**config.mk**
```make
export PLATFORM = sky130hd
export DESIGN_NAME = mtop_masked_output
export DESIGN_NICKNAME = d
export VERILOG_FILES = /design/src/design/mtop_pkg.sv /design/src/design/mtop_masked_output.sv
export SDC_FILE = /design/constraint.sdc
export NUM_CORES = 1
export LEC_CHECK = 0
export ABC_CLOCK_PERIOD_IN_PS = 2900
export BUFFER_PORTS_ARGS = -buffer_cell sky130_fd_sc_hd__buf_2
export CAP_MARGIN = 20
export CELL_PAD_IN_SITES_DETAIL_PLACEMENT = 0
export CELL_PAD_IN_SITES_GLOBAL_PLACEMENT = 1
export CORE_MARGIN = 1
export CORE_UTILIZATION = 40
export DETAILED_ROUTE_END_ITERATION = 8
export HOLD_SLACK_MARGIN = 0.1
export PLACE_DENSITY_LB_ADDON = 0.1
export SLEW_MARGIN = 30
export SYNTH_ARGS = -nofsm -noshare
export SYNTH_HDL_FRONTEND = slang
export SYNTH_SLANG_ARGS = --single-unit
```
**constraint.sdc**
```tcl
create_clock -name sys_clk -period 2.9 [get_ports sys_clk]
set_input_delay 0.145 -clock sys_clk [delete_from_list [all_inputs] [get_ports sys_clk]]
set_output_delay 0.145 -clock sys_clk [all_outputs]
set_load 0.005 [all_outputs]
```
**src/design/mtop_pkg.sv**
```systemverilog
// package for the masked timed output port
package mtop_pkg;
  localparam int unsigned PIN_COUNT = 12;
  localparam int unsigned HOLD_W = 16;
  localparam int unsigned CLK_HZ = 10_000_000;
  localparam int unsigned HOLD_UNIT_S = 1;
  localparam int unsigned TICK_CYCLES = CLK_HZ * HOLD_UNIT_S;
  localparam int unsigned PRE_W = 24;
  localparam logic [PIN_COUNT-1:0] PINS_RESET = 12'h000;
  localparam logic [HOLD_W-1:0] HOLD_ZERO = 16'h0000;
  localparam logic [HOLD_W-1:0] HOLD_ONE = 16'h0001;

  typedef logic [PIN_COUNT-1:0] mtop_pins_t;

  typedef struct packed {
    mtop_pins_t lineMask;
    logic level;
    logic holdValid;
    logic [HOLD_W-1:0] holdSeconds;
  } mtop_cmd_s;
endpackage

```
**src/design/mtop_masked_output.sv**
```systemverilog
// masked output port with optional timed reversal per pin
`timescale 1ns/1ps
module mtop_masked_output
  import mtop_pkg::*;
#(
  parameter int unsigned TickCycles = TICK_CYCLES
)
(
  input wire logic sys_clk,
  input wire logic nrst,
  input wire logic cmdValid,
  input wire mtop_cmd_s cmdIn,
  output logic cmdReady,
  output mtop_pins_t pinOut,
  output mtop_pins_t holdActive
);

  typedef enum logic {
    PIN_STEADY,
    PIN_TIMED
  } mtop_mode_e;

  // the tick rate is a parameter so that a bench can run the same logic fast
  localparam logic [PRE_W-1:0] PRE_LAST = PRE_W'(TickCycles - 1);
  localparam logic [PRE_W-1:0] PRE_ZERO = PRE_W'(0);
  localparam logic [PRE_W-1:0] PRE_STEP = PRE_W'(1);

  logic cmdTaken;
  logic secTick;
  logic [PRE_W-1:0] preCount_q;
  logic [PRE_W-1:0] preCount_d;

  mtop_pins_t cmdMask;
  logic cmdLevel;
  logic [HOLD_W-1:0] cmdHold;
  mtop_mode_e cmdMode;

  mtop_pins_t pins_q;
  wire mtop_pins_t holdPending;
  logic [HOLD_W-1:0] remain_q [PIN_COUNT];

  // the strobe qualified by the mask bit of pin idx; bit 0 is pin 1
  function automatic logic pin_selected(
    input logic strobe,
    input mtop_pins_t mask,
    input int unsigned idx
  );
    logic hit;
    hit = strobe && mask[idx];
    return hit;
  endfunction

  // zero seconds with a hold asked for acts as a continuous level
  function automatic logic hold_armed(
    input mtop_cmd_s cmd
  );
    logic armed;
    armed = cmd.holdValid && (cmd.holdSeconds != HOLD_ZERO);
    return armed;
  endfunction

  // mode a selected pin enters after a command
  function automatic mtop_mode_e mode_after(
    input mtop_cmd_s cmd
  );
    mtop_mode_e mode;
    mode = hold_armed(cmd) ? PIN_TIMED : PIN_STEADY;
    return mode;
  endfunction

  // true on the tick that ends a hold
  function automatic logic hold_last(
    input logic [HOLD_W-1:0] remain
  );
    logic last;
    last = (remain == HOLD_ONE);
    return last;
  endfunction

  // one second less of a hold
  function automatic logic [HOLD_W-1:0] hold_step(
    input logic [HOLD_W-1:0] remain
  );
    logic [HOLD_W-1:0] next;
    next = remain - HOLD_ONE;
    return next;
  endfunction

  // last count of the prescaler, where the one-second tick fires
  function automatic logic pre_wrapped(
    input logic [PRE_W-1:0] count
  );
    logic wrapped;
    wrapped = (count == PRE_LAST);
    return wrapped;
  endfunction

  // commands are taken every cycle, so no queue is needed
  assign cmdReady = 1'b1;
  assign cmdTaken = cmdValid && cmdReady;
  assign pinOut = pins_q;
  assign holdActive = holdPending;

  // command fields pulled out once and shared by every pin
  assign cmdMask = cmdIn.lineMask;
  assign cmdLevel = cmdIn.level;
  assign cmdHold = cmdIn.holdSeconds;
  assign cmdMode = mode_after(cmdIn);

  // free running, so the first second of a hold may be short by up to TickCycles - 1 clock cycles
  always_comb begin
    preCount_d = preCount_q + PRE_STEP;
    if (pre_wrapped(preCount_q)) begin
      preCount_d = PRE_ZERO;
    end
  end

  always_ff @(posedge sys_clk) begin
    if (!nrst) begin
      preCount_q <= PRE_ZERO;
    end else begin
      preCount_q <= preCount_d;
    end
  end

  assign secTick = pre_wrapped(preCount_q);

  genvar i;
  generate
    for (i = 0; i < PIN_COUNT; i++) begin : g_pin
      logic sel;
      logic last;
      mtop_mode_e mode_q;
      mtop_mode_e mode_d;
      logic level_d;
      logic [HOLD_W-1:0] remain_d;

      assign sel = pin_selected(cmdTaken, cmdMask, i);
      assign last = secTick && hold_last(remain_q[i]);
      assign holdPending[i] = (mode_q == PIN_TIMED);

      // a command on the edge of a reversal wins, so a fresh level is never lost
      always_comb begin
        mode_d = mode_q;
        case (mode_q)
          PIN_STEADY: begin
            if (sel) begin
              mode_d = cmdMode;
            end
          end
          PIN_TIMED: begin
            if (sel) begin
              mode_d = cmdMode;
            end else if (last) begin
              mode_d = PIN_STEADY;
            end
          end
          default: begin
            mode_d = PIN_STEADY;
          end
        endcase
      end

      always_comb begin
        level_d = pins_q[i];
        case (mode_q)
          PIN_STEADY: begin
            if (sel) begin
              level_d = cmdLevel;
            end
          end
          PIN_TIMED: begin
            if (sel) begin
              level_d = cmdLevel;
            end else if (last) begin
              level_d = ~pins_q[i];
            end
          end
          default: begin
            level_d = pins_q[i];
          end
        endcase
      end

      always_comb begin
        remain_d = remain_q[i];
        case (mode_q)
          PIN_STEADY: begin
            if (sel) begin
              remain_d = cmdHold;
            end
          end
          PIN_TIMED: begin
            if (sel) begin
              remain_d = cmdHold;
            end else if (secTick) begin
              remain_d = hold_step(remain_q[i]);
            end
          end
          default: begin
            remain_d = HOLD_ZERO;
          end
        endcase
      end

      always_ff @(posedge sys_clk) begin
        if (!nrst) begin
          pins_q[i] <= PINS_RESET[i];
        end else begin
          pins_q[i] <= level_d;
        end
      end

      always_ff @(posedge sys_clk) begin
        if (!nrst) begin
          mode_q <= PIN_STEADY;
        end else begin
          mode_q <= mode_d;
        end
      end

      always_ff @(posedge sys_clk) begin
        if (!nrst) begin
          remain_q[i] <= HOLD_ZERO;
        end else begin
          remain_q[i] <= remain_d;
        end
      end
    end
  endgenerate
endmodule

```
# ---- Word level (Yosys, flattened, before mapping)
# Memories as Yosys holds them, arrays and structs flattened.
# Index checks and enable logic that the tools add are counted.
dict set report op_classes {
  add_sub_neg 13
  reduce_logical 39
  n_bitwise 37
  n_mux 159
  eq_ne 37
}
# cell n
set ops {}
lappend ops {{2-to-1 mux 16 bit} 48}
lappend ops {{case mux 16 bit (2 select lines)} 12}
lappend ops {{== test 16 x 1 -> 1 bit (second input constant)} 12}
lappend ops {{subtractor 16 x 1 -> 16 bit (second input constant)} 12}
lappend ops {{2-to-1 mux 1 bit} 75}
lappend ops {{case mux 1 bit (2 select lines)} 24}
lappend ops {{!= test 3 bit (second input constant)} 12}
lappend ops {{logical AND 1 bit} 25}
lappend ops {{NOT 1 bit} 25}
lappend ops {{adder 24 x 1 -> 24 bit (second input constant)} 1}
lappend ops {{== test 24 bit (second input constant)} 1}
lappend ops {{!= test 2 bit (second input constant)} 12}
lappend ops {{AND reduction 2 bit} 12}
lappend ops {{nonzero test 16 bit} 1}
lappend ops {{OR 1 bit} 12}
lappend ops {{OR reduction 2 bit} 1}
dict set report word_totals {
  in_bits 33
  word_cells 311
  n_memories 1
  mem_bits_rw 192
  output_inout_bits 25
  register_bits 48
}
# memory depth word_bits read_ports rd_ports_with_merged_regs write_ports line
set memory_table {}
lappend memory_table {remain_q 12 16 12 0 12 mtop_masked_output.sv:40} ;# logic [HOLD_W-1:0] remain_q [PIN_COUNT];

# ---- Logic depth before layout (Yosys ltp)
# An unclocked memory read counts as a cell.
dict set report logic_depth {
  word_depth 6
  ltp_mapped 9
  ltp_nobuf 7
}

# ---- Least setup slack after synthesis
# Ideal clock, no wire load.
dict set report synth_path {
  path_type {register to register}
  start {memory remain_q[1][7] (netlist: remain_q[0][23])}
  end {memory remain_q[1][15] (netlist: remain_q[0][31])}
  period_less_slack_ns 2.367
  arrival_ns 2.293
  path_stages_with_launch 6
  setup_slack_ns 0.533
  setup_time_ns 0.074
  n_path_buf 0
  t_required_ns 2.826
  cell_sequence {dfxtp_1 -> or4_4 -> or4_4 -> or3_4 -> or4_1 -> a31oi_1}
}
# item line
set synth_lines {}
lappend synth_lines {{start: declaration} mtop_masked_output.sv:40}

==> key figures <==
Status
  • Status: finished, final reports clean

Place
  • IO Port Bufs: 56
  • DP Worst Slack: 0.302 ns
  • Post-DP HPWL: 28.1 mm
  • GPL Wtd Cong: 0.855

Synth
  • Register bit total from synthesis: 240
  • Asr flop ratio synth: 0
  • Mux share of post-synthesis cell area: 0.00245
  • Main combinational cell family by area after synthesis: simple AND/OR/NAND/NOR gates
  • Area share of and/or/nand/nor cells after synthesis: 0.256
  • Yosys cell types: 64
  • Top FF cell, synth: dfxtp_1
  • Sequential-to-total area share from yosys stat: 0.361
  • Compound-gate portion of the synthesized area: 0.230
  • Post-Syn Nets: 1,714
  • Post-Synth XOR/XNOR Area: 0.0718
  • Number of synthesized flops with an enable pin: 0
  • Synth Cell Area: 13,300 um^2
  • Mapped Avg Cell Area: 8.03 um^2
  • Synth Warn #: 0
  • Synth Area in Adders: 0.0235
  • Cell count after synthesis: 1,656

Clocking
  • CTS tree: yes
  • # clock sinks: 240
  • Clk buf depth: 3
  • H-tree levels: 1
  • Clock Latency Late Sink: 0.55 ns
  • Total CTS buffers: 28
  • Clock slew at reported path FFs: 0.06 ns
  • Clk root buf: clkbuf_16

Critical path
  • CP Capture Type: flip-flop
  • CP bufs+invs: 4
  • CP required: 3.39 ns
  • Crit path launch: preCount_q[0]
  • Critical Path Most Common Cell: buf_4
  • Top delay family on crit path: buffers and inverters
  • Setup CP Type: flip-flop to flip-flop
  • WP data arrival: 3.21 ns
  • R2R Path Start: preCount_q[0]
  • Critical path, cell by cell: ha_1 -> and3_1 -> buf_4 -> nand3_1 -> buf_4 -> nor2_1 -> buf_4 -> a311o_1 -> a21oi_1 -> dlygate4sd3_1
  • Startpoint types: flip-flop
  • Crit-path max cell delay: 0.56 ns
  • Max FO, Critical Path: 25
  • Slowest cell on crit path: dlygate4sd3_1

Die
  • Die area: 34,000 um^2
  • Rows: 66
  • Io pins: 58
  • Core area: 32,600 um^2
  • Die Wd: 184 um
  • Die Y: 184 um
  • Initial Util: 0.408

Power and ir drop
  • Gate power share: 0.136
  • Clock Power Share: 0.418
  • Switching Fraction: 0.282
  • Worst VDD drop: 0.422 mV
  • Seq pwr share: 0.446
  • Power Density: 552 nW/um^2
  • NetSw: 2340 uW
  • Int Power: 5960 uW
  • Leakage: 0.00498 uW

Routing
  • Remaining DRCs: 0
  • Routed WL: 45.5 mm
  • Vias per cell: 6.05
  • Iter 0 DRT Violations: 1,045
  • DRT Pass-1 Iters: 7
  • Total number of vias: 12,900
  • WL/cell: 21.3 um
  • Final ANT Viol Nets: 0

STA
  • Post-layout min period: 2.71 ns
  • Final Hold Vio Count: 0
  • Fin. max-slew vios: 0
  • Hold slack final: 0.119 ns
  • Fin crit share: 0.936
  • Fmax: 368 MHz
  • Final Setup Violations: 0
  • RSZ-0062 raised after global routing: no
  • Post-Route Setup TNS: 0 ns
  • Final setup margin: 0.186 ns
  • Max-slew headroom: 0.519
  • Clock skew: 0.0104 ns
  • Worst Tran Pin Value: 0.715 ns

Finish
  • Most common cell after layout, fill and taps aside: dfxtp_1
  • Nets: 1,732
  • Most frequent cells in the layout: 240 x dfxtp_1, 225 x o21ai_0, 97 x a31oi_1
  • Antenna diodes: 0
  • Layout cells sized above 1: 0.116
  • Area Overhead vs Synth: 13.2%

GRT
  • Largest net degree at the start of global routing: 82
  • Total Routing Usage GR: 0.268
  • First-pass GRT wire length: 70.4 mm
  • Initial antenna violation count: 2
  • GR Overflow Total: 0
  • Number of global-route vias before repair: 11,800

Worst hold path
  • Min-delay worst type: input port to flip-flop
  • Hold Startpoint: cmdIn[7]

Job
  • Max-cap violation count: 0
-- worst reg2reg max path: stages (launching register included) --
cell and delay [ns]:
dfxtp_1 0.33, ha_1 0.22, and3_1 0.19, buf_4 0.18, nand3_1 0.07, buf_4 0.35
nor2_1 0.11, buf_4 0.17, a311o_1 0.34, a21oi_1 0.13, dlygate4sd3_1 0.56
-- kinds of logic after synthesis --
kind of cell	Yosys count
AO/OA/AOI/OAI	523
XOR/XNOR	109
adder cells (fa/ha/maj)	25
buffers and inverters	178
flip-flops	240
multiplexers	3
other	1
AND/OR/NAND/NOR	577
-- metrics by stage --
stage,power [uW],area (um^2),std cells,utilization
5_1_grt,8680,15100,2136,0.462
2_1_floorplan,4490,13300,1656,-
3_3_place_gp,4860,14000,2073,0.430
3_5_place_dp,4870,14000,2073,0.430
6_report,8300,15100,2136,0.462
4_1_cts,8360,15000,2133,0.461
-- registers in the layout, summed over array words and instances, names as in the netlist --
name / cells
preCount_q: 24
pinOut: 12
g_pin.mode_q: 12
remain_q: 192
-- layout make-up --
| type | count | area (um^2) |
|---|---|---|
| inverters | 36 | 135 |
| clock buffers | 47 | 873 |
| multi-input cells | 1238 | 7770 |
| well taps | 442 | 553 |
| fillers | 3319 | 17600 |
| flip-flops and latches | 240 | 4800 |
| clock inverters | 3 | 15.0 |
| repair buffers | 130 | 901 |
-- per-layer routing --
layer  vias up  routed length (um)  GRT usage
met5         -                   0          0
met2       360               20300      0.427
met1      6150               21600      0.372
li1       6320                   -          -
met3        83                2270     0.0375
met4         0                1420     0.0820
-- cells in the mapped netlist (10+ instances only) --
| master | number | area, um^2 |
|---|---|---|
| dfxtp_1 | 240 | 4800 |
| o21ai_0 | 225 | 1130 |
| clkbuf_1 | 116 | 435 |
| a31oi_1 | 97 | 607 |
| a21oi_1 | 94 | 470 |
| nor2_1 | 70 | 263 |
| or3_1 | 65 | 407 |
| xnor2_1 | 64 | 561 |
| or4_1 | 63 | 473 |
| nor4_1 | 61 | 382 |
| nand4_1 | 60 | 375 |
| nand2_1 | 55 | 206 |
| nand3_1 | 53 | 265 |
| o31ai_1 | 45 | 338 |
| xor2_1 | 45 | 394 |
| nor3_1 | 41 | 205 |
| inv_1 | 36 | 135 |
| ha_1 | 25 | 313 |
| and3_1 | 15 | 93.8 |
| or2_2 | 15 | 93.8 |
| buf_4 | 13 | 97.6 |
| a211oi_1 | 11 | 82.6 |
| and2_1 | 11 | 68.8 |
| nor3b_1 | 10 | 75.1 |
-- power groups by stage --
stage                     Combinational (uW)  Clock (uW)  Sequential, uW
after floorplan                          786           0            3710
after global placement                  1100           0            3770
after detailed placement                1110           0            3770
after CTS                               1120        3540            3700
after global routing                    1260        3680            3740
final                                   1130        3470            3710
-- path summary, 6_finish.rpt --
check | cells past startpoint | end | slack [ns]
setup / recovery | 10 | remain_q[2][1] | 0.19
hold / removal | 5 | g_pin[11].mode_q | 0.12
setup reg to reg | 10 | remain_q[2][1] | 0.19
hold reg to reg | 1 | preCount_q[0] | 0.48
-- what timing repair did --
| action | 4_1_cts | 5_1_grt |
|---|---|---|
| buffers inserted | 0 | 3 |
| endpoints found under the hold margin | 48 | 0 |
| setup endpoints to repair | 0 | 1 |
| resized for setup | 0 | 0 |
| hold buffers | 10 | 0 |
(Power assumes the default switching activity.)
